[src/common/iss_defines.svh]
/*
 * Offsets, field positions, flag numbers and timing figures of the
 * interrupt source status block.
 * Assumes a 10 MHz bus clock and an AXI4-Lite register port with byte addresses.
 */
`ifndef ISS_DEFINES_SVH
`define ISS_DEFINES_SVH

// Register byte offsets
`define ISS_OFF_VIEW_LOW 8'h00
`define ISS_OFF_VIEW_MID 8'h04
`define ISS_OFF_VIEW_HIGH 8'h08
`define ISS_OFF_CTRL 8'h0C
`define ISS_OFF_SRC_STAT 8'h10
`define ISS_OFF_IRQ_STAT 8'h14
`define ISS_OFF_IRQ_MASK 8'h18

// Control register fields
`define ISS_CTRL_CONV_EN 0
`define ISS_CTRL_TICK_EN 1
`define ISS_CTRL_RATE_LO 2
`define ISS_CTRL_TICK_ACKNOWLEDGE 5
`define ISS_CTRL_CONV_CLR 6

// Source status fields
`define ISS_SRC_CONV_DONE 0
`define ISS_SRC_TICK_ROLL 1

// Interrupt status events
`define ISS_EV_NEW_PEND 0
`define ISS_EV_TICK 1
`define ISS_EV_CONV 2

// Flag numbers with a latch of their own
`define ISS_FLAG_PIN 5'h01
`define ISS_FLAG_KEYPAD 5'h0E
`define ISS_FLAG_CONV 5'h0F

// Tick counter chain: tap index is base plus twice the rate select
`define ISS_TICK_TAP_BASE 5'h03
`define ISS_TICK_WIDTH 18

// AXI responses
`define ISS_RESP_OKAY 2'h0
`define ISS_RESP_SLVERR 2'h2

`endif

[src/common/iss_pkg.sv]
/*
 * Types of the interrupt source status block: bus carriers and the state record.
 * Assumes iss_defines.svh is on the include path.
 */
`include "iss_defines.svh"

package iss_pkg;

    typedef struct packed {
        logic awvalid;
        logic [7:0] awaddr;
        logic wvalid;
        logic [31:0] wdata;
        logic [3:0] wstrb;
        logic bready;
        logic arvalid;
        logic [7:0] araddr;
        logic rready;
    } iss_axi_req_t;

    typedef struct packed {
        logic awready;
        logic wready;
        logic bvalid;
        logic [1:0] bresp;
        logic arready;
        logic rvalid;
        logic [31:0] rdata;
        logic [1:0] rresp;
    } iss_axi_rsp_t;

    typedef struct packed {
        logic aw_have;
        logic [7:0] aw_addr;
        logic w_have;
        logic [31:0] w_data;
        logic [3:0] w_strb;
        logic bvalid;
        logic [1:0] bresp;
        logic rvalid;
        logic [31:0] rdata;
        logic [1:0] rresp;
        logic conv_irq_enable;
        logic tick_irq_enable;
        logic [2:0] tick_rate_select;
        logic conv_done_flag;
        logic tick_rollover_flag;
        logic pin_latch;
        logic keypad_latch;
        logic conv_pending;
        logic [`ISS_TICK_WIDTH-1:0] tick_count;
        logic tap_prev;
        logic [15:0] source_pending_flags;
        logic [2:0] irq_status;
        logic [2:0] irq_mask;
        logic irq;
        logic cpu_irq_req;
        logic [4:0] cpu_irq_num;
    } iss_state_t;

endpackage

[src/iss_top.sv]
/*
 * Interrupt source status block: collects maskable requests, mirrors them
 * into read-only status flags, runs the periodic tick unit and presents the
 * highest priority request to the core.
 * Assumes all inputs synchronous to mclk and peripheral request lines held
 * high while their source flag and enable are both set.
 */
// Implementation choices: the AXI4-Lite interface to the registers and the placing of the registers.
`timescale 1ns/1ps
`include "iss_defines.svh"

module iss_top (
    input wire logic mclk,                              // Bus clock, 10 MHz
    input wire logic nrst,                              // Synchronous reset, active low
    input wire iss_pkg::iss_axi_req_t axi_req,          // AXI4-Lite master to slave
    output iss_pkg::iss_axi_rsp_t axi_rsp,              // AXI4-Lite slave to master
    input wire logic irq_pin,                           // External request pin
    input wire logic [7:0] keypad_pins,                 // Keypad request pins
    input wire logic [11:0] periph_req,                 // Requests for flags 2 to 13
    input wire logic conv_complete,                     // One-cycle pulse per conversion
    input wire logic cpu_imask,                         // Core global mask bit
    input wire logic cpu_ack,                           // Core vector fetch pulse
    input wire logic [4:0] cpu_ack_num,                 // Flag number being serviced
    output logic cpu_irq_req,                           // Request to the core
    output logic [4:0] cpu_irq_num,                     // Flag number presented
    output logic irq                                    // Block interrupt, level
);
    import iss_pkg::*;

    iss_state_t st_r;
    iss_state_t st_nxt;

    // ************************************************************
    // Combinational helpers
    // ************************************************************

    logic wr_fire;
    logic wr_ok;
    logic rd_fire;
    logic [4:0] tap_idx;
    logic tap_now;
    logic tick_event;
    logic tick_acknowledge_write;
    logic conv_clr_write;
    logic [15:0] pend_vec;
    logic [15:0] avail_vec;
    logic [2:0] events;
    logic [31:0] rd_word;
    logic rd_ok;
    logic [4:0] pick_num;
    logic pick_any;

    always_comb begin
        wr_fire = st_r.aw_have && st_r.w_have && !st_r.bvalid;
        wr_ok = 1'b0;
        tick_acknowledge_write = 1'b0;
        conv_clr_write = 1'b0;
        if (wr_fire) begin
            unique case (st_r.aw_addr)
                `ISS_OFF_VIEW_LOW, `ISS_OFF_VIEW_MID, `ISS_OFF_VIEW_HIGH, `ISS_OFF_SRC_STAT: begin
                    wr_ok = 1'b1;
                end
                `ISS_OFF_CTRL: begin
                    wr_ok = 1'b1;
                    tick_acknowledge_write = st_r.w_strb[0] && st_r.w_data[`ISS_CTRL_TICK_ACKNOWLEDGE];
                    conv_clr_write = st_r.w_strb[0] && st_r.w_data[`ISS_CTRL_CONV_CLR];
                end
                `ISS_OFF_IRQ_STAT, `ISS_OFF_IRQ_MASK: begin
                    wr_ok = 1'b1;
                end
                default: begin
                    wr_ok = 1'b0;
                end
            endcase
        end
        rd_fire = axi_req.arvalid && !st_r.rvalid;

        // Tick tap selection and falling edge of the tapped bit
        tap_idx = `ISS_TICK_TAP_BASE + {1'b0, st_r.tick_rate_select, 1'b0};
        tap_now = st_r.tick_count[tap_idx];
        tick_event = st_r.tap_prev && !tap_now;

        // Pending requests by flag, bit n-1 holds flag n
        pend_vec[0] = st_r.pin_latch;
        pend_vec[12:1] = periph_req;
        pend_vec[13] = st_r.keypad_latch;
        pend_vec[14] = st_r.conv_pending;
        pend_vec[15] = st_r.tick_rollover_flag && st_r.tick_irq_enable;

        // Priority pick over the registered flags
        avail_vec = cpu_imask ? 16'h0000 : st_r.source_pending_flags;
        pick_any = |avail_vec;
        pick_num = 5'h00;
        for (int i = 15; i >= 0; i--) begin
            if (avail_vec[i]) begin
                pick_num = 5'(i + 1);
            end
        end

        events = 3'h0;
        events[`ISS_EV_NEW_PEND] = |(pend_vec & ~st_r.source_pending_flags);
        events[`ISS_EV_TICK] = tick_event;
        events[`ISS_EV_CONV] = conv_complete;

        // Read data mux
        rd_ok = 1'b1;
        rd_word = 32'h0000_0000;
        unique case (axi_req.araddr)
            `ISS_OFF_VIEW_LOW: begin
                rd_word[7:2] = st_r.source_pending_flags[5:0];
            end
            `ISS_OFF_VIEW_MID: begin
                rd_word[7:0] = st_r.source_pending_flags[13:6];
            end
            `ISS_OFF_VIEW_HIGH: begin
                rd_word[1:0] = st_r.source_pending_flags[15:14];
            end
            `ISS_OFF_CTRL: begin
                rd_word[`ISS_CTRL_CONV_EN] = st_r.conv_irq_enable;
                rd_word[`ISS_CTRL_TICK_EN] = st_r.tick_irq_enable;
                rd_word[`ISS_CTRL_RATE_LO +: 3] = st_r.tick_rate_select;
            end
            `ISS_OFF_SRC_STAT: begin
                rd_word[`ISS_SRC_CONV_DONE] = st_r.conv_done_flag;
                rd_word[`ISS_SRC_TICK_ROLL] = st_r.tick_rollover_flag;
            end
            `ISS_OFF_IRQ_STAT: begin
                rd_word[2:0] = st_r.irq_status;
            end
            `ISS_OFF_IRQ_MASK: begin
                rd_word[2:0] = st_r.irq_mask;
            end
            default: begin
                rd_ok = 1'b0;
            end
        endcase
    end

    // ************************************************************
    // Next state
    // ************************************************************

    always_comb begin
        st_nxt = st_r;

        // Write address and data channels, taken in either order
        if (axi_req.awvalid && !st_r.aw_have) begin
            st_nxt.aw_have = 1'b1;
            st_nxt.aw_addr = axi_req.awaddr;
        end
        if (axi_req.wvalid && !st_r.w_have) begin
            st_nxt.w_have = 1'b1;
            st_nxt.w_data = axi_req.wdata;
            st_nxt.w_strb = axi_req.wstrb;
        end
        if (wr_fire) begin
            st_nxt.aw_have = 1'b0;
            st_nxt.w_have = 1'b0;
            st_nxt.bvalid = 1'b1;
            st_nxt.bresp = wr_ok ? `ISS_RESP_OKAY : `ISS_RESP_SLVERR;
        end
        if (st_r.bvalid && axi_req.bready) begin
            st_nxt.bvalid = 1'b0;
        end

        // Read channel
        if (rd_fire) begin
            st_nxt.rvalid = 1'b1;
            st_nxt.rdata = rd_word;
            st_nxt.rresp = rd_ok ? `ISS_RESP_OKAY : `ISS_RESP_SLVERR;
        end
        if (st_r.rvalid && axi_req.rready) begin
            st_nxt.rvalid = 1'b0;
        end

        // Register writes; view registers and source status ignore data
        if (wr_fire && st_r.w_strb[0]) begin
            unique case (st_r.aw_addr)
                `ISS_OFF_CTRL: begin
                    st_nxt.conv_irq_enable = st_r.w_data[`ISS_CTRL_CONV_EN];
                    st_nxt.tick_irq_enable = st_r.w_data[`ISS_CTRL_TICK_EN];
                    st_nxt.tick_rate_select = st_r.w_data[`ISS_CTRL_RATE_LO +: 3];
                end
                `ISS_OFF_IRQ_MASK: begin
                    st_nxt.irq_mask = st_r.w_data[2:0];
                end
                default: begin
                end
            endcase
        end

        // Pin and keypad latches: cleared on service, a low level wins
        if (cpu_ack && cpu_ack_num == `ISS_FLAG_PIN) begin
            st_nxt.pin_latch = 1'b0;
        end
        if (!irq_pin) begin
            st_nxt.pin_latch = 1'b1;
        end
        if (cpu_ack && cpu_ack_num == `ISS_FLAG_KEYPAD) begin
            st_nxt.keypad_latch = 1'b0;
        end
        if (keypad_pins != 8'hFF) begin
            st_nxt.keypad_latch = 1'b1;
        end

        // Converter completion: request when enabled, done flag otherwise
        if (cpu_ack && cpu_ack_num == `ISS_FLAG_CONV) begin
            st_nxt.conv_pending = 1'b0;
        end
        if (conv_clr_write) begin
            st_nxt.conv_done_flag = 1'b0;
        end
        if (conv_complete) begin
            if (st_r.conv_irq_enable) begin
                st_nxt.conv_pending = 1'b1;
            end else begin
                st_nxt.conv_done_flag = 1'b1;
            end
        end

        // Tick unit
        st_nxt.tick_count = st_r.tick_count + `ISS_TICK_WIDTH'(1);
        st_nxt.tap_prev = tap_now;
        if (tick_acknowledge_write) begin
            st_nxt.tick_rollover_flag = 1'b0;
        end
        if (tick_event) begin
            st_nxt.tick_rollover_flag = 1'b1;
        end

        // Mirror of pending requests, read-only
        st_nxt.source_pending_flags = pend_vec;

        // Sticky events, write one to clear, new events win
        if (wr_fire && st_r.aw_addr == `ISS_OFF_IRQ_STAT && st_r.w_strb[0]) begin
            st_nxt.irq_status = st_r.irq_status & ~st_r.w_data[2:0];
        end
        st_nxt.irq_status = st_nxt.irq_status | events;
        st_nxt.irq = |(st_nxt.irq_status & st_nxt.irq_mask);

        // Core request
        st_nxt.cpu_irq_req = pick_any;
        st_nxt.cpu_irq_num = pick_num;

        if (!nrst) begin
            st_nxt = '0;
        end
    end

    // ************************************************************
    // State register
    // ************************************************************

    always_ff @(posedge mclk) begin
        st_r <= st_nxt;
    end

    assign axi_rsp.awready = !st_r.aw_have;
    assign axi_rsp.wready = !st_r.w_have;
    assign axi_rsp.bvalid = st_r.bvalid;
    assign axi_rsp.bresp = st_r.bresp;
    assign axi_rsp.arready = !st_r.rvalid;
    assign axi_rsp.rvalid = st_r.rvalid;
    assign axi_rsp.rdata = st_r.rdata;
    assign axi_rsp.rresp = st_r.rresp;
    assign cpu_irq_req = st_r.cpu_irq_req;
    assign cpu_irq_num = st_r.cpu_irq_num;
    assign irq = st_r.irq;

endmodule
[config.mk]
export PLATFORM = sky130hd
export DESIGN_NAME = iss_top
export DESIGN_NICKNAME = d
export VERILOG_FILES = /design/src/common/iss_pkg.sv /design/src/iss_top.sv
export VERILOG_INCLUDE_DIRS = /design/src /design/src/common
export SDC_FILE = /design/constraint.sdc
export NUM_CORES = 1
export LEC_CHECK = 0
export ABC_AREA = 1
export BUFFER_PORTS_ARGS = -buffer_cell sky130_fd_sc_hd__buf_4
export CAP_MARGIN = 25
export CORE_MARGIN = 4
export CORE_UTILIZATION = 51
export DETAILED_ROUTE_END_ITERATION = 12
export GPL_ROUTABILITY_DRIVEN = 0
export HOLD_SLACK_MARGIN = 0.12
export MAX_ROUTING_LAYER = met4
export PLACE_DENSITY = 0.81
export SYNTH_ARGS = -nofsm -noshare
export SYNTH_HDL_FRONTEND = slang
export SYNTH_SLANG_ARGS = --single-unit
[constraint.sdc]
create_clock -name mclk -period 1.8 [get_ports mclk]
set_clock_uncertainty 0.1 [all_clocks]
set_input_delay 0.09 -clock mclk [delete_from_list [all_inputs] [get_ports mclk]]
set_output_delay 0.09 -clock mclk [all_outputs]
set_load 0.03 [all_outputs]
Word level (Yosys, flattened, before mapping)
Index checks and enable logic that the tools add are counted.
{ "op_classes": {"n_addsub": 2, "n_lt_le_gt_ge": 1, "n_eq_ne": 17, "muxes": 47, "bitwise": 7, "reduce_logical": 39} }
{ "ops": {"columns": ["op", "n"], "rows": [
  ["== test 8 x 5 -> 1 bit (second input constant)", 6],
  ["OR reduction 16 bit", 3],
  ["== test 8 x 4 -> 1 bit (second input constant)", 4],
  ["two-way mux 4 bit", 8],
  ["two-way mux 1 bit", 21],
  ["two-way mux 3 bit", 7],
  ["adder 18 x 1 -> 18 bit (second input constant)", 1],
  ["logical AND 1 bit", 17],
  ["AND 16 bit", 1],
  ["== test 8 x 3 -> 1 bit (second input constant)", 2],
  ["zero test 8 bit", 2],
  ["two-way mux 16 bit", 1],
  ["NOT 16 bit", 1],
  ["OR reduction 7 bit", 2],
  ["one-hot mux 2 bit (6 select lines)", 1],
  ["== test 5 x 4 -> 1 bit (second input constant)", 2],
  ["two-way mux 2 bit", 4],
  ["!= test 8 bit (second input constant)", 1],
  ["OR reduction 2 bit", 4],
  ["OR reduction 8 bit", 1],
  ["AND 3 bit", 2],
  ["less-than comparator 5 x 6 -> 1 bit (second input constant)", 1],
  ["one-hot mux 2 bit (3 select lines)", 1],
  ["one-hot mux 3 bit (2 select lines)", 1],
  ["14 further kinds", 19]
]} }
{ "word_totals": {"ff_bits": 90, "inputBits": 88, "output_inout_bits": 48} }

Longest topological paths before layout
{ "depth": {"depth_word": 17, "ltp_mapped": 13, "depth_no_buf": 13} }

Worst setup path before layout
No wires, ideal clock.
{ "synth_timing": {"kind": "register -> register", "from": "register st_r[30] (netlist bit)", "to": "register st_r[46] (netlist bit)", "arrival_time_ps": 1331, "t_required_ps": 1570, "path_slack_ps": 239, "path_stages_with_launch": 10, "n_path_buf": 0, "cell_sequence": "dfxtp_1 > ha_1 > nand2_1 > inv_2 > nand4_1 > nor2_2 > nand3_1 > nor2_2 > and3_1 > nor3_2"} }
{ "synth_between": {"elab_chain_len": 1} }
{ "synth_rtl": {"columns": ["element", "line", "source"], "rows": [
  ["start, declared", "iss_top.sv:30", "iss_state_t st_r;"],
  ["start signal, assigned", "iss_top.sv:255", "st_r <= st_nxt;"],
  ["adder 18 x 1 -> 18 bit", "iss_top.sv:222", "st_nxt.tick_count = st_r.tick_count + `ISS_TICK_WIDTH'(1);"]
]} }
No other way between the ends.
A chain may end at the register's enable or synchronous reset.

Final worst setup path
{ "layout_timing": {"from": "input cpu_ack_num[4]", "to": "register st_r (netlist bit pend_vec[13])"} }
{ "layout_between": {"elab_chain_len": 3} }
{ "layout_rtl": {"columns": ["element", "line", "source"], "rows": [
  ["start, declared", "iss_top.sv:23", "input wire logic [4:0] cpu_ack_num,"],
  ["== test 5 x 4 -> 1 bit (no source line)", null, null],
  ["logical AND 1 bit (no source line)", null, null],
  ["nonzero test 2 bit (no source line)", null, null]
]} }
No other way between the ends.

==> reports/metrics.csv <==
stage,metric,value,unit
final_layout,fillers,599,
yosys,share of flip-flops with an asynchronous set or reset after synthesis,0,
placed_design,I/O Buffers,81,
clock_tree,clock buffer count from CTS,9,
critical_path,reg2reg setup slack,0.08,ns
critical_path,CP required,1.95,ns
critical_path,Reg-to-Reg Start,st_r[141],
sta,Setup Viol. Count Final,0,
critical_path,R2R cell count,9,
placed_design,Post-DP HPWL,7.899,mm
final_layout,layout cells sized above 1,0.1930,
global_route,GRT Util Overall,0.2449,
final_layout,fin nets,852,
pwr,Int Power,3.173,mW
pwr,Reg power frac,0.478,
placed_design,Setup WS pre-CTS,0.05548,ns
routing,Iteration-0 DRC Markers,263,
sta,TNS Setup,0,ns
sta,Worst slew margin,0.6320,
yosys,Synth area leader,dfxtp_1,
routing,iteration count of the initial detailed-routing pass,5,
routing,vias per cell,5.077,
yosys,number of enable flip-flop cells after synthesis,0,
yosys,Yosys top cell area share,0.4081,
global_route,grt total ovfl,0,
sta,setup slack after layout,0.06884,ns
sta,FMAX,0.5776,GHz
floorplan,row cnt,33,
routing,total number of vias,4427,
critical_path,reg2reg end,irq,
pwr,switching part of the total power,0.2758,
global_route,global-route wire length before repair,19.15,mm
routing,antenna-violating nets left,0,
floorplan,Starting Density,0.5254,
worst_hold_path,HP Start,axi_req[9],
critical_path,CP Max Fanout,2,
floorplan,core area,8217,um^2
pwr,power per cell area,732.2,nW/um^2
sta,worst hold slack,0.1519,ns
routing,Wirelength per Cell,13.76,um
clock_tree,clk_lat worst skew,0.36,ns
pwr,combinational share of power,0.181,
pwr,largest vdd supply drop,0.0006063,V
sta,Max Slew Vio Count,0,
sta,Final Hold Viols,0,
critical_path,WP data arrival,1.88,ns
yosys,Synth cell types,43,
final_layout,n_diodes,0,
global_route,antenna violations before repair,0,
final_layout,area delta synth->final,38.64,%
floorplan,die area,10000,um^2
yosys,Mapped Area,4317,um^2
clock_tree,Clock Path Buffers,2,
worst_hold_path,Hold Crit Depth,5,
clock_tree,Clock transition at path regs,0.09,ns
floorplan,Die X,100,um
pwr,Leak Pwr,2.719,nW
floorplan,die span in y,100,um
critical_path,crit start category,primary input,
clock_tree,CTS tree,done,
critical_path,kind of end point of the critical path,flip-flop,
yosys,Mapped Cells,606,
global_route,number of global-route vias before repair,4272,
pwr,Net Sw Power,1.209,mW
final_layout,final cell count without fillers,872,
sta,minimum clock period,1.731,ns
outcome,outcome,"finished, final reports clean",
yosys,ys flop type,dfxtp_1,
sta,RSZ-0062 raised after global routing,true,
routing,final WL,12.00,mm
placed_design,Cells after DPL,768,
yosys,"Warnings, synthesis",0,
yosys,synthesis-stage register bit count,88,
yosys,post-synthesis sequential area ratio,0.4081,
routing,DRC,0,
global_route,largest net degree at the start of global routing,26,
worst_hold_path,Hold Crit Endpoint,axi_rsp[4],
sta,Tightest Pin Transition,0.5470,ns
clock_tree,Root Buffer,clkbuf_8,
clock_tree,CTS sink count,88,
worst_hold_path,min-delay worst type,in -> reg,
yosys,Area contributors post-synth,"dfxtp_1 (41%), nand2_1 (11%), buf_4 (7.7%)",
yosys,syn avg cell area,7.123,um^2
critical_path,crit path kind,in -> reg,
sta,crit share post-route,0.9618,
pwr,Clock power frac,0.340,
clock_tree,H-tree depth,3,
floorplan,Ports,136,
job,max cap viols,0,
==> flip-flops by register name (all words and copies together) (netlist names) <==
register	flops
axi_rsp	12
cpu_irq_num	5
cpu_irq_req	1
irq	1
pend_vec	3
st_r	66
==> how the worst max path moves through the flow <==
stage,startpoint,cells past startpoint,to
floorplan,st_r[30],9,st_r[46]
global placement,st_r[30],9,st_r[44]
detailed placement,st_r[30],9,st_r[44]
CTS,axi_req[47],8,st_r[106]
global route,st_r[30],9,st_r[44]
finish,cpu_ack_num[4],7,pend_vec[13]
==> through the flow <==
stage	utilization	instance area [um^2]	power [mW]
after global routing	0.7283	5984	4.578
after CTS	0.7130	5858	4.350
final	0.7283	5984	4.382
after global placement	0.5872	4825	2.724
after floorplan	-	4410	2.580
after detailed placement	0.5872	4825	2.744
==> layout by cell type (no fill, tap or decap), types with 3 or more instances in the layout <==
cell type	instances
a21oi_1	42
a31oi_1	3
buf_4	94
clkbuf_8	9
conb_1	26
dfxtp_1	85
dfxtp_2	3
dlygate4sd3_1	82
inv_1	81
inv_2	6
nand2_1	126
nand3_1	10
nand3_2	4
nand4_1	14
nor2_1	56
nor2_2	6
nor2_4	5
nor3_1	12
o21a_1	3
o21ai_0	49
o21ai_1	5
o221ai_1	5
==> critical path: stages <==
cell and delay [ns]:
dlygate4sd3_1 0.53, buf_4 0.13, nor2_1 0.19, nand4_1 0.16, o21ai_0 0.17, dlygate4sd3_1 0.56
nand2_1 0.04
==> synth_stat cells (3+ instances only) <==
library cell	count
a21oi_1	43
a31oi_1	3
buf_4	44
clkbuf_1	10
dfxtp_1	88
inv_1	84
inv_2	5
nand2_1	127
nand3_1	12
nand4_1	14
nor2_1	58
nor2_2	7
nor3_1	12
o21a_1	3
o21ai_0	53
o221ai_1	5
==> cells by family after synthesis <==
family,share of synthesized area
buffers and inverters,0.1658
flip-flops,0.4081
adder cells (fa/ha/maj),0.005796
other,0.0008687
AO/OA/AOI/OAI,0.1522
AND/OR/NAND/NOR,0.2612
XOR/XNOR,0.006088
==> final cells by class <==
class	instances	area (um^2)	area share
inverter	90	344.1	0.05750
sequential	88	1765	0.2950
tap	105	131.4	0.02195
timing repair buffer	176	1526	0.2551
clock buffer	11	131.4	0.02195
multi-input combinational	397	2004	0.3349
clock inverter	5	81.33	0.01359
==> power by group through the flow <==
stage	clock network (mW)	logic [mW]	registers (mW)
6_report	1.49	0.795	2.10
5_1_grt	1.60	0.871	2.10
4_1_cts	1.50	0.759	2.09
3_5_place_dp	0	0.608	2.14
3_3_place_gp	0	0.594	2.13
2_1_floorplan	0	0.458	2.12
==> timing repair <==
| action | in CTS | in global routing |
|---|---|---|
| endpoints found under the setup margin | 0 | 22 |
| hold endpoints to repair | 55 | 0 |
| buffers inserted | 0 | 6 |
| hold buffers | 82 | 0 |
| gates resized for setup | 0 | 25 |
==> layer usage <==
metal  vias up  GRT usage  wire [um]
met5         -          -          0
met4         0     0.1016        487
met3        47    0.05212        792
met2       174     0.4346       6135
met1      2023     0.2649       4588
li1       2183          -          -
No activity file was read; power rests on OpenSTA's default activity.
